--- config.mk ---
export PLATFORM = sky130hd
export DESIGN_NAME = gpio_port_core
export DESIGN_NICKNAME = d
export VERILOG_FILES = /design/src/core/gpio_port_pkg.sv /design/src/core/gpio_sync2.sv /design/src/core/gpio_port_core.sv
export SDC_FILE = /design/constraint.sdc
export NUM_CORES = 1
export LEC_CHECK = 0
export CAP_MARGIN = 5
export CELL_PAD_IN_SITES_DETAIL_PLACEMENT = 0
export CELL_PAD_IN_SITES_GLOBAL_PLACEMENT = 2
export CORE_ASPECT_RATIO = 0.8
export CORE_UTILIZATION = 38
export DETAILED_ROUTE_END_ITERATION = 12
export DONT_BUFFER_PORTS = 1
export PLACE_DENSITY = 0.84
export SYNTH_ARGS = -nofsm -noshare
export SYNTH_HDL_FRONTEND = slang
export SYNTH_HIERARCHICAL = 1
export SYNTH_SLANG_ARGS = --single-unit
--- constraint.sdc ---
create_clock -name SYS_CLK_IN -period 3.9 [get_ports SYS_CLK_IN]
set_input_delay 0.78 -clock SYS_CLK_IN [delete_from_list [all_inputs] [get_ports SYS_CLK_IN]]
set_output_delay 0.78 -clock SYS_CLK_IN [all_outputs]
set_load 0.05 [all_outputs]
--- src/core/gpio_port_pkg.sv ---
// shared constants and types of the eight-pin bidirectional port
package gpio_port_pkg;

	// ****************************************
	// register map (byte addresses, low 8 bits decoded)
	// ****************************************
	localparam logic [7:0] OFF_PIN_DATA = 8'h00;
	localparam logic [7:0] OFF_DIRECTION = 8'h04;
	localparam logic [7:0] OFF_LATCH = 8'h08;
	localparam logic [7:0] OFF_CONTROL = 8'h0c;
	localparam logic [7:0] OFF_STATUS = 8'h10;

	// ****************************************
	// reset values and field positions
	// ****************************************
	localparam logic [7:0] DIR_RESET = 8'hff;
	localparam logic [7:0] LATCH_RESET = 8'h00;
	localparam logic [7:0] SLV_IN_RESET = 8'h00;
	localparam int CTRL_SLV_SEL_BIT = 0;
	localparam int STAT_IBF_BIT = 0;
	localparam int STAT_OBF_BIT = 1;
	localparam int STAT_ACTIVE_BIT = 2;

	// ****************************************
	// port geometry
	// ****************************************
	localparam int PORT_WIDTH = 8;
	localparam int PWM_COUNT = 4;
	localparam int PWM_PIN_BASE = 4;

	// ****************************************
	// types
	// ****************************************
	typedef enum logic [1:0] {
		BUS_IDLE,
		BUS_WRITE,
		BUS_READ_WAIT
	} bus_phase_type;

	typedef struct packed {
		logic [7:0] oe;
		logic [7:0] value;
	} pin_drive_type;

	typedef struct packed {
		logic cs_n;
		logic rd_n;
		logic wr_n;
	} slv_strobe_type;

endpackage : gpio_port_pkg

--- src/core/gpio_sync2.sv ---
// two-flop synchroniser for pin-level inputs
`timescale 1ns/1ps

module gpio_sync2 #(
	parameter int WIDTH = 1,
	parameter logic [WIDTH-1:0] RESET_VALUE = '0
) (
	// clock and reset
	input wire logic clk_in,
	input wire logic rst_in,
	// raw and synchronised levels
	input wire logic [WIDTH-1:0] async_in,
	output logic [WIDTH-1:0] sync_out
);

	logic [WIDTH-1:0] stage1_r;
	logic [WIDTH-1:0] stage2_r;

	// ****************************************
	// first flop feeds only the second
	// ****************************************
	always_ff @(posedge clk_in) begin
		if (rst_in) begin
			stage1_r <= RESET_VALUE;
			stage2_r <= RESET_VALUE;
		end else begin
			stage1_r <= async_in;
			stage2_r <= stage1_r;
		end
	end

	assign sync_out = stage2_r;

endmodule : gpio_sync2

--- src/core/gpio_port_core.sv ---
// eight-pin bidirectional port with ahb-lite registers and parallel slave mode
// What this block does
// eight pins, one register bit each
// direction one: driver off, pin input
// direction zero: pin driven from latch
// latch register readable, returns latch value
// each pin direction set independently
// pwm outputs take over their pins
// reset makes all pins inputs
// select bit turns port into slave port
// dual/quad pwm disables slave port
// data write hits latch, read gives pins, or the slave input byte while slave port active
`timescale 1ns/1ps

module gpio_port_core (
	// clock and reset
	input wire logic SYS_CLK_IN,
	input wire logic RST_IN,
	// ahb-lite slave
	input wire logic HSEL_IN,
	input wire logic [31:0] HADDR_IN,
	input wire logic [1:0] HTRANS_IN,
	input wire logic HWRITE_IN,
	input wire logic [2:0] HSIZE_IN,
	input wire logic [31:0] HWDATA_IN,
	input wire logic HREADY_IN,
	output logic [31:0] HRDATA_OUT,
	output logic HREADYOUT_OUT,
	output logic HRESP_OUT,
	// port pins
	input wire logic [7:0] PIN_IN,
	output logic [7:0] PIN_OUT_OUT,
	output logic [7:0] PIN_OE_OUT,
	// parallel slave strobes from the external processor
	input wire logic SLV_CS_N_IN,
	input wire logic SLV_RD_N_IN,
	input wire logic SLV_WR_N_IN,
	// capture/pwm unit, same clock
	input wire logic [3:0] PWM_VALUE_IN,
	input wire logic [3:0] PWM_OWN_IN,
	input wire logic PWM_MULTI_IN
);

	// ****************************************
	// declarations
	// ****************************************
	gpio_port_pkg::bus_phase_type phase_r, phase_nxt;
	logic [7:0] addr_r, addr_nxt;
	logic [31:0] hrdata_r, hrdata_nxt;
	logic hready_r, hready_nxt;
	logic [7:0] dir_r, dir_nxt;
	logic [7:0] latch_r, latch_nxt;
	logic slv_sel_r, slv_sel_nxt;
	logic [7:0] slv_in_r, slv_in_nxt;
	logic ibf_r, ibf_nxt;
	logic obf_r, obf_nxt;
	logic wr_act_r, wr_act_nxt;
	logic rd_act_r, rd_act_nxt;
	gpio_port_pkg::pin_drive_type drive_r, drive_nxt;
	logic [7:0] pin_s;
	gpio_port_pkg::slv_strobe_type strobe_s;
	logic take;
	logic slv_act;

	// address match on the decoded low byte
	function automatic logic hit(input logic [7:0] a, input logic [7:0] off);
		return a == off;
	endfunction : hit

	// ****************************************
	// pin and strobe synchronisers
	// ****************************************
	gpio_sync2 #(
		.WIDTH(11),
		.RESET_VALUE(11'h007)
	) u_sync (
		.clk_in(SYS_CLK_IN),
		.rst_in(RST_IN),
		.async_in({PIN_IN, SLV_CS_N_IN, SLV_RD_N_IN, SLV_WR_N_IN}),
		.sync_out({pin_s, strobe_s})
	);

	// slave port only while selected and no multi-output pwm
	assign slv_act = slv_sel_r & ~PWM_MULTI_IN;
	assign take = HSEL_IN & HTRANS_IN[1] & HREADY_IN;

	// ****************************************
	// bus phase tracking
	// ****************************************
	// reads take one wait state so read data comes from a flop
	always_comb begin
		phase_nxt = phase_r;
		addr_nxt = addr_r;
		hrdata_nxt = hrdata_r;
		hready_nxt = 1'b1;
		case (phase_r)
			gpio_port_pkg::BUS_READ_WAIT: begin
				phase_nxt = gpio_port_pkg::BUS_IDLE;
				if (hit(addr_r, gpio_port_pkg::OFF_PIN_DATA))
					hrdata_nxt = {24'h0, slv_act ? slv_in_r : pin_s};
				else if (hit(addr_r, gpio_port_pkg::OFF_DIRECTION))
					hrdata_nxt = {24'h0, dir_r};
				else if (hit(addr_r, gpio_port_pkg::OFF_LATCH))
					hrdata_nxt = {24'h0, latch_r};
				else if (hit(addr_r, gpio_port_pkg::OFF_CONTROL))
					hrdata_nxt = {31'h0, slv_sel_r};
				else if (hit(addr_r, gpio_port_pkg::OFF_STATUS))
					hrdata_nxt = {29'h0, slv_act, obf_r, ibf_r};
				else
					hrdata_nxt = 32'h0; // unmapped reads zero
			end
			default: begin
				if (take) begin
					addr_nxt = HADDR_IN[7:0];
					if (HWRITE_IN) begin
						phase_nxt = gpio_port_pkg::BUS_WRITE;
					end else begin
						phase_nxt = gpio_port_pkg::BUS_READ_WAIT;
						hready_nxt = 1'b0;
					end
				end else begin
					phase_nxt = gpio_port_pkg::BUS_IDLE;
				end
			end
		endcase
	end

	always_ff @(posedge SYS_CLK_IN) begin
		if (RST_IN) begin
			phase_r <= gpio_port_pkg::BUS_IDLE;
			addr_r <= 8'h00;
			hrdata_r <= 32'h0;
			hready_r <= 1'b1;
		end else begin
			phase_r <= phase_nxt;
			addr_r <= addr_nxt;
			hrdata_r <= hrdata_nxt;
			hready_r <= hready_nxt;
		end
	end

	assign HRDATA_OUT = hrdata_r;
	assign HREADYOUT_OUT = hready_r;
	assign HRESP_OUT = 1'b0;

	// ****************************************
	// port registers and slave port handshake
	// ****************************************
	// sets of ibf (external write) and obf (software write) win over a clear in the same cycle
	always_comb begin
		dir_nxt = dir_r;
		latch_nxt = latch_r;
		slv_sel_nxt = slv_sel_r;
		slv_in_nxt = slv_in_r;
		ibf_nxt = ibf_r;
		obf_nxt = obf_r;
		wr_act_nxt = wr_act_r;
		rd_act_nxt = rd_act_r;
		if (phase_r == gpio_port_pkg::BUS_WRITE) begin
			if (hit(addr_r, gpio_port_pkg::OFF_PIN_DATA) || hit(addr_r, gpio_port_pkg::OFF_LATCH)) begin
				latch_nxt = HWDATA_IN[7:0];
				if (slv_act && hit(addr_r, gpio_port_pkg::OFF_PIN_DATA))
					obf_nxt = 1'b1;
			end
			if (hit(addr_r, gpio_port_pkg::OFF_DIRECTION))
				dir_nxt = HWDATA_IN[7:0];
			if (hit(addr_r, gpio_port_pkg::OFF_CONTROL))
				slv_sel_nxt = HWDATA_IN[gpio_port_pkg::CTRL_SLV_SEL_BIT];
		end
		// software read of the data register while the slave port is active empties the input buffer
		if (phase_r == gpio_port_pkg::BUS_READ_WAIT && slv_act && hit(addr_r, gpio_port_pkg::OFF_PIN_DATA))
			ibf_nxt = 1'b0;
		// external write: sample pins while strobed, flag at strobe end
		if (slv_act && !strobe_s.cs_n && !strobe_s.wr_n) begin
			slv_in_nxt = pin_s;
			wr_act_nxt = 1'b1;
		end else if (wr_act_r) begin
			wr_act_nxt = 1'b0;
			ibf_nxt = 1'b1;
		end
		// external read: output buffer counts as taken at strobe end
		if (slv_act && !strobe_s.cs_n && !strobe_s.rd_n) begin
			rd_act_nxt = 1'b1;
		end else if (rd_act_r) begin
			rd_act_nxt = 1'b0;
			if (!(phase_r == gpio_port_pkg::BUS_WRITE && hit(addr_r, gpio_port_pkg::OFF_PIN_DATA)))
				obf_nxt = 1'b0;
		end
	end

	always_ff @(posedge SYS_CLK_IN) begin
		if (RST_IN) begin
			dir_r <= gpio_port_pkg::DIR_RESET;
			latch_r <= gpio_port_pkg::LATCH_RESET;
			slv_sel_r <= 1'b0;
			slv_in_r <= gpio_port_pkg::SLV_IN_RESET;
			ibf_r <= 1'b0;
			obf_r <= 1'b0;
			wr_act_r <= 1'b0;
			rd_act_r <= 1'b0;
		end else begin
			dir_r <= dir_nxt;
			latch_r <= latch_nxt;
			slv_sel_r <= slv_sel_nxt;
			slv_in_r <= slv_in_nxt;
			ibf_r <= ibf_nxt;
			obf_r <= obf_nxt;
			wr_act_r <= wr_act_nxt;
			rd_act_r <= rd_act_nxt;
		end
	end

	// ****************************************
	// pin drivers
	// ****************************************
	// pwm ownership beats slave port, slave port beats direction bits
	always_comb begin
		drive_nxt.oe = ~dir_r;
		drive_nxt.value = latch_r;
		if (slv_act)
			drive_nxt.oe = (!strobe_s.cs_n && !strobe_s.rd_n) ? 8'hff : 8'h00;
		for (int k = 0; k < gpio_port_pkg::PWM_COUNT; k++) begin
			if (PWM_OWN_IN[k]) begin
				drive_nxt.oe[gpio_port_pkg::PWM_PIN_BASE + k] = 1'b1;
				drive_nxt.value[gpio_port_pkg::PWM_PIN_BASE + k] = PWM_VALUE_IN[k];
			end
		end
	end

	always_ff @(posedge SYS_CLK_IN) begin
		if (RST_IN) begin
			drive_r <= {8'h00, 8'h00};
		end else begin
			drive_r <= drive_nxt;
		end
	end

	assign PIN_OE_OUT = drive_r.oe;
	assign PIN_OUT_OUT = drive_r.value;

	// ****************************************
	// assertions
	// ****************************************
	property p_dir_input;
		@(posedge SYS_CLK_IN) disable iff (RST_IN)
		(dir_r[3] && !slv_act) |=> !PIN_OE_OUT[3];
	endproperty
	a_dir_input: assert property (p_dir_input) else $error("input pin still driven");

	property p_dir_output;
		@(posedge SYS_CLK_IN) disable iff (RST_IN)
		(!dir_r[2] && !slv_act) |=> (PIN_OE_OUT[2] && PIN_OUT_OUT[2] == $past(latch_r[2]));
	endproperty
	a_dir_output: assert property (p_dir_output) else $error("output pin not driven from latch");

	property p_dir_each;
		@(posedge SYS_CLK_IN) disable iff (RST_IN)
		(!slv_act && PWM_OWN_IN == 4'h0) |=> (PIN_OE_OUT == ~$past(dir_r));
	endproperty
	a_dir_each: assert property (p_dir_each) else $error("enables do not follow direction bits");

	property p_latch_read;
		@(posedge SYS_CLK_IN) disable iff (RST_IN)
		(phase_r == gpio_port_pkg::BUS_READ_WAIT && addr_r == gpio_port_pkg::OFF_LATCH)
		|=> (HREADYOUT_OUT && HRDATA_OUT[7:0] == $past(latch_r));
	endproperty
	a_latch_read: assert property (p_latch_read) else $error("latch read wrong");

	property p_reset_dir;
		@(posedge SYS_CLK_IN) disable iff (RST_IN)
		$past(RST_IN) |-> (dir_r == 8'hff && PIN_OE_OUT == 8'h00);
	endproperty
	a_reset_dir: assert property (p_reset_dir) else $error("pins not inputs after reset");

	property p_pwm_take;
		@(posedge SYS_CLK_IN) disable iff (RST_IN)
		PWM_OWN_IN[1] |=> (PIN_OE_OUT[5] && PIN_OUT_OUT[5] == $past(PWM_VALUE_IN[1]));
	endproperty
	a_pwm_take: assert property (p_pwm_take) else $error("pwm does not own its pin");

	property p_slv_read;
		@(posedge SYS_CLK_IN) disable iff (RST_IN)
		(slv_act && !strobe_s.cs_n && !strobe_s.rd_n && PWM_OWN_IN == 4'h0)
		|=> (PIN_OE_OUT == 8'hff && PIN_OUT_OUT == $past(latch_r));
	endproperty
	a_slv_read: assert property (p_slv_read) else $error("slave read does not drive latch");

	property p_slv_off;
		@(posedge SYS_CLK_IN) disable iff (RST_IN)
		(PWM_MULTI_IN && dir_r == 8'hff && PWM_OWN_IN == 4'h0) |=> (PIN_OE_OUT == 8'h00);
	endproperty
	a_slv_off: assert property (p_slv_off) else $error("slave port active under multi pwm");

	property p_data_write;
		@(posedge SYS_CLK_IN) disable iff (RST_IN)
		(phase_r == gpio_port_pkg::BUS_WRITE && addr_r == gpio_port_pkg::OFF_PIN_DATA)
		|=> (latch_r == $past(HWDATA_IN[7:0]));
	endproperty
	a_data_write: assert property (p_data_write) else $error("data write missed latch");

	property p_data_read;
		@(posedge SYS_CLK_IN) disable iff (RST_IN)
		(phase_r == gpio_port_pkg::BUS_READ_WAIT && addr_r == gpio_port_pkg::OFF_PIN_DATA && !slv_act)
		|=> (HRDATA_OUT[7:0] == $past(pin_s) && HRDATA_OUT[31:8] == 24'h0);
	endproperty
	a_data_read: assert property (p_data_read) else $error("data read not pin levels");

endmodule : gpio_port_core

==> results.yml, run 1 <==
layout:
  layout.cells.non_filler: 466
  n_fill_cell: 865
  utilization_pct: 41.4
  area_growth_pct: 4.46
  nets: 443
  final_common_cell: "dfxtp_1"
  final_cell_mix: "dfxtp_1, nand2_1, nor2_1"
  drive_above_1_share_pct: 7.34
  num_antenna_cells: 0
  design_area_sq_um: 3550
timing:
  finalCritPeriodShare_pct: 58.7
  finalHoldWorstSlack_ps: 407
  slew_headroom_pct: 37.1
  skew_ps: 8.00
  rsz0062_at_grt: "no"
  fmax_mhz: 437
  worst_pin_slew_ps: 936
  layout_setup_ws_ps: 1610
  finalHoldViolCount: 0
  finalSetupViolCount: 0
  final.setup.tns_ps: 0
  period_needed_ps: 2290
  slew_viol_final: 0
clock_network:
  h-tree-depth: 3
  cts_tree: "yes"
  insertion_delay_ps: 350
  postCtsSetupRepairBufs: 0
  cts_sinks: 86
  cts_hold_buf: 0
  cts_root_buf: "clkbuf_8"
  cts-buffers-inserted: 9
  ctsResizeCount: 0
  path_clk_slew_ps: 80
  clk_path_buf_depth: 2
yosys:
  syn_inst: 360
  synthFlopType: "dfxtp_1"
  synth_edf_count: 0
  ys_seq_area_share_pct: 50.7
  ys_seq_elements: 86
  ys_warn_count: 6
  postSynthAreaPerCell_sq_um: 9.43
  synth_area_sq_um: 3400
  postSynth.asyncResetShare_pct: 0
  yosysUniqueCellTypes: 45
power_and_ir_drop:
  p_total_mw: 1.72
  worst_ir_drop_vdd_uv: 308
  powerDensity_nw_per_um2: 486
  leakage_nw: 1.35
place:
  io_buffer_count: 0
  gp_congestion: 0.778
  place_ws_ps: 1510
  place_inst: 450
  dpl.hpwl_um: 4730
  place_area_sq_um: 3330
run_status:
  status: "finished clean"
floorplan:
  core_area_sq_um: 8560
  initial_core_util_pct: 39.7
  die_h_um: 86.6
  die_w_um: 108
  ioPinCount: 144
  num_rows: 30
  die-area_sq_um: 9320
setup_path:
  worst_setup_path_start_kind: "register"
  cp.required_ps: 4140
  end_kind: "register"
  critical_path.max_fanout: 16
  path_class: "register to register"
  cp.arrival_ps: 2530
routing:
  routed_wl_um: 6960
  drt-initial-drc-count: 128
  antenna_left: 0
  drc: 0
  routedWlPerCell_um: 14.9
  dr.pass1.iters: 4
  vias: 2261
  post_drt_via_cell_ratio: 4.85
flow_run:
  drv_cap: 0
grt:
  grt_max_degree: 86
  overflow: 0
  grt_pass1_vias: 2168
  gr-usage-all-layers_pct: 16.2
  antenna_found_initial: 0
  grt_pass1_wl_um: 11200
min_path:
  hold_path_class: "register to register"
[logic make-up (layout without fill, tap and decap cells)]
group                  count (synthesis)  count (layout)  share of synthesized area (%)
AOI/OAI and AO/OA                     58              58                           12.1
buffers and inverters                 47              17                           8.81
DFF                                   86              86                           50.7
muxes                                 20              20                           6.08
other                                  1              25                          0.110
and+or+nand+nor                      148             148                           22.2
[report_power, final]
group / switching, mW / leakage, nW / internal, mW / total, mW
clock network: 0.296 / 0.104 / 0.379 / 0.676
registers: 0.0326 / 0.701 / 0.898 / 0.931
logic: 0.0884 / 0.547 / 0.0275 / 0.116
total: 0.417 / 1.35 / 1.31 / 1.72
[synth_stat cells (3+ instances only)]
cell type | instances | area [sq um]
a211o_1 | 8 | 70.1
a211oi_1 | 5 | 37.5
a21oi_1 | 23 | 115
a221oi_1 | 6 | 52.6
buf_4 | 26 | 195
buf_6 | 3 | 33.8
clkbuf_1 | 14 | 52.6
dfxtp_1 | 86 | 1720
mux2_2 | 5 | 56.3
mux2i_1 | 15 | 150
nand2_1 | 45 | 169
nand2b_1 | 7 | 43.8
nor2_1 | 39 | 146
nor2b_1 | 28 | 175
nor4_1 | 3 | 18.8
o21a_1 | 4 | 30.0
or2_1 | 6 | 37.5
[metal layers]
metal	global-route usage [%]	part of all wire [%]
met5	0	0
met1	21.4	47
met2	23.9	45
met4	5.11	0.59
met3	6.69	7.0
[sequential cells by signal, summed over array words and instances, names as in the netlist, 2 cells and up]
register	count
PIN_OUT_OUT	8
slv_in_r	8
dir_r	8
u_sync/stage1_r	11
u_sync/sync_out	11
addr_r	8
phase_r	2
HRDATA_OUT	8
latch_r	8
PIN_OE_OUT	8
[layout make-up]
type	count	area [sq um]	area share, %
Multi-Input combinational cell	251	1470	41.3
Sequential cell	86	1720	48.5
Clock buffer	13	149	4.20
Clock inverter	3	67.6	1.90
Tap cell	112	140	3.95
Inverter	1	3.75	0.106
[critical path, cell delays in order, from the launching register on]
cell	delay (ps)
dfxtp_1	350
or4_1	780
nor3_4	640
nor2b_1	110
a211o_1	280
[path summary, 6_finish.rpt]
path              slack (ps)                     startpoint                             to  cells past startpoint
setup reg to reg        1610         addr_r[4]$_SDFFE_PP0P_          dir_r[6]$_SDFFE_PP1P_                      4
setup / recovery        1610         addr_r[4]$_SDFFE_PP0P_          dir_r[6]$_SDFFE_PP1P_                      4
hold reg to reg          410  u_sync/stage1_r[2]$_SDFF_PP1_  u_sync/sync_out[2]$_SDFF_PP1_                      1
hold / removal           410  u_sync/stage1_r[2]$_SDFF_PP1_  u_sync/sync_out[2]$_SDFF_PP1_                      1
Note: power is estimated with default switching activity, not from simulation.
==> run 2: changes to the inputs <==
CORE_UTILIZATION = 35   (was 38)
PLACE_DENSITY = 0.79   (was 0.84)
clock period = 2.2 ns   (was 3.9 ns; I/O delays follow)
==> run 2 against run 1 <==
Against the previous run:
- the run now ends with design-rule violations left
- hold slack worse by 230 ps
- sequential share of layout area fell by 2.9 points
- sequential power increased by 77%
- clock skew is 1.2 ps lower
- maximum frequency is 18% higher
- critical path depth up 1
- clock power rose to 2.6 times the previous value
- final cell count is 2.8% higher
- critical path type unchanged
==> results.yml, run 2 (synthesis gave the netlist of run 1 again) <==
min_path:
  hp-start: "RST_IN"
  hold_path_class: "primary input to register"
  holdPathStages: 1
  hold_end: "u_sync/stage1_r[7]$_SDFF_PP0_"
timing:
  fmax_mhz: 518
  finalCritPeriodShare_pct: 87.8
  period_needed_ps: 1930
  slew_headroom_pct: 60.6
  skew_ps: 6.84
  worst_pin_slew_ps: 591
  slew_viol_final: 0
  finalHoldViolCount: 0
  rsz0062_at_grt: "no"
  finalSetupViolCount: 0
  final.setup.tns_ps: 0
clock_network:
  h-tree-depth: 3
  ctsResizeCount: 0
  postCtsSetupRepairBufs: 0
  cts_tree: "yes"
  cts_hold_buf: 0
  clk_path_buf_depth: 2
  cts_sinks: 86
  cts_root_buf: "clkbuf_16"
  cts-buffers-inserted: 9
  path_clk_slew_ps: 60
  insertion_delay_ps: 340
floorplan:
  initial_core_util_pct: 36.8
  die_h_um: 90.1
  core_area_sq_um: 9230
  die_w_um: 112
  ioPinCount: 144
  num_rows: 31
  die-area_sq_um: 10100
grt:
  gr-usage-all-layers_pct: 15.2
  grt_max_degree: 86
  antenna_found_initial: 0
  grt_pass1_vias: 2224
  grt_pass1_wl_um: 11500
  overflow: 0
setup_path:
  end_kind: "register"
  critPathMaxStageDelay_ps: 550
  cp.required_ps: 2430
  path_buf_inv: 1
  cpMaxStageDelayCell: "or4_4"
  cp.arrival_ps: 2160
  rr_startpoint: "addr_r[4]$_SDFFE_PP0P_"
  worst_setup_path_start_kind: "register"
  reg2regPathDepth: 5
  r2r_end: "latch_r[2]$_SDFFE_PP0P_"
  r2r_slack_ps: 270
  critical_path.max_fanout: 10
  crit_family: "simple AND/OR/NAND/NOR gates"
  path_class: "register to register"
  worstPathCellList: "or4_1, buf_4, or4_4, mux2i_1, nor2_1"
power_and_ir_drop:
  power_frac_clock_pct: 49.0
  leakage_nw: 1.48
  power_frac_comb_pct: 5.9
  switching_power_mw: 0.788
  worst_ir_drop_vdd_uv: 510
  p_total_mw: 3.66
  powerDensity_nw_per_um2: 970
  p_int_mw: 2.87
  switching_share_pct: 21.6
  power_frac_seq_pct: 45.1
flow_run:
  drv_cap: 0
run_status:
  violations: "design-rule violations"
  status: "finished, violations left"
place:
  dpl.hpwl_um: 4940
  gp_congestion: 0.751
  io_buffer_count: 0
layout:
  nets: 454
  area_growth_pct: 11.0
  n_fill_cell: 950
  num_antenna_cells: 0
  final_cell_mix: "dfxtp_1, nand2_1, nor2_1"
  final_common_cell: "dfxtp_1"
  drive_above_1_share_pct: 10.2
routing:
  drt-initial-drc-count: 125
  post_drt_via_cell_ratio: 4.90
  routedWlPerCell_um: 14.7
  antenna_left: 0
  drc: 3
  vias: 2347
  dr.pass1.iters: 8
  routed_wl_um: 7060
## run 2: cell count changes in the layout (fill, tap and decap cells not counted)
cell	previous run	this run
buf_4	0	11
clkinvlp_4	1	0
clkbuf_16	0	9
bufinv_16	2	4
clkbuf_1	3	2
clkbuf_8	10	0
## run 2: per-stage QoR
| stage | area [sq um] | utilization [%] | instances | hold WS (ps) | setup slack, ps |
|---|---|---|---|---|---|
| 2_1_floorplan | 3490 | - | 384 | 383 | 334 |
| 3_3_place_gp | 3420 | 37.0 | 464 | 388 | 274 |
| 3_5_place_dp | 3420 | 37.0 | 464 | 392 | 259 |
| 4_1_cts | 3770 | 40.8 | 479 | 157 | 258 |
| 5_1_grt | 3770 | 40.8 | 479 | 154 | 142 |
| 6_report | 3770 | 40.8 | 479 | 173 | 268 |
## run 2: worst max path at each step
stage,to,from,slack [ps],cells past startpoint
6_report,latch_r[2]$_SDFFE_PP0P_,addr_r[4]$_SDFFE_PP0P_,270,5
5_1_grt,HRDATA_OUT[1]$_SDFFE_PP0N_,addr_r[3]$_SDFFE_PP0P_,140,4
4_1_cts,latch_r[7]$_SDFFE_PP0P_,addr_r[5]$_SDFFE_PP0P_,260,5
3_5_place_dp,latch_r[7]$_SDFFE_PP0P_,addr_r[5]$_SDFFE_PP0P_,260,5
3_3_place_gp,latch_r[4]$_SDFFE_PP0P_,addr_r[4]$_SDFFE_PP0P_,270,5
2_1_floorplan,latch_r[0]$_SDFFE_PP0P_,addr_r[4]$_SDFFE_PP0P_,330,6
## run 2: power by group through the flow
stage / clock [mW] / combinational [mW] / sequential, mW
6_report: 1.79 / 0.216 / 1.65
4_1_cts: 1.84 / 0.217 / 1.65
2_1_floorplan: 0 / 0.246 / 1.68
5_1_grt: 1.90 / 0.233 / 1.65
3_5_place_dp: 0 / 0.216 / 1.68
3_3_place_gp: 0 / 0.217 / 1.68
## run 2: final cells by class
cell class / count / area [sq um] / share of cell area [%]
flip-flops and latches: 86 / 1720 / 45.7
multi-input cells: 251 / 1470 / 38.9
clock buffers: 11 / 233 / 6.17
well taps: 115 / 144 / 3.82
clock inverters: 4 / 120 / 3.19
repair buffers: 11 / 82.6 / 2.19
inverters: 1 / 3.75 / 0.0996
## run 2: routing by layer
layer	track usage [%]	up-vias	wire (um)
met4	6.00	0	116
met5	0	-	0
met2	23.4	63	3260
li1	-	1176	-
met1	18.4	1097	3130
met3	6.88	11	552
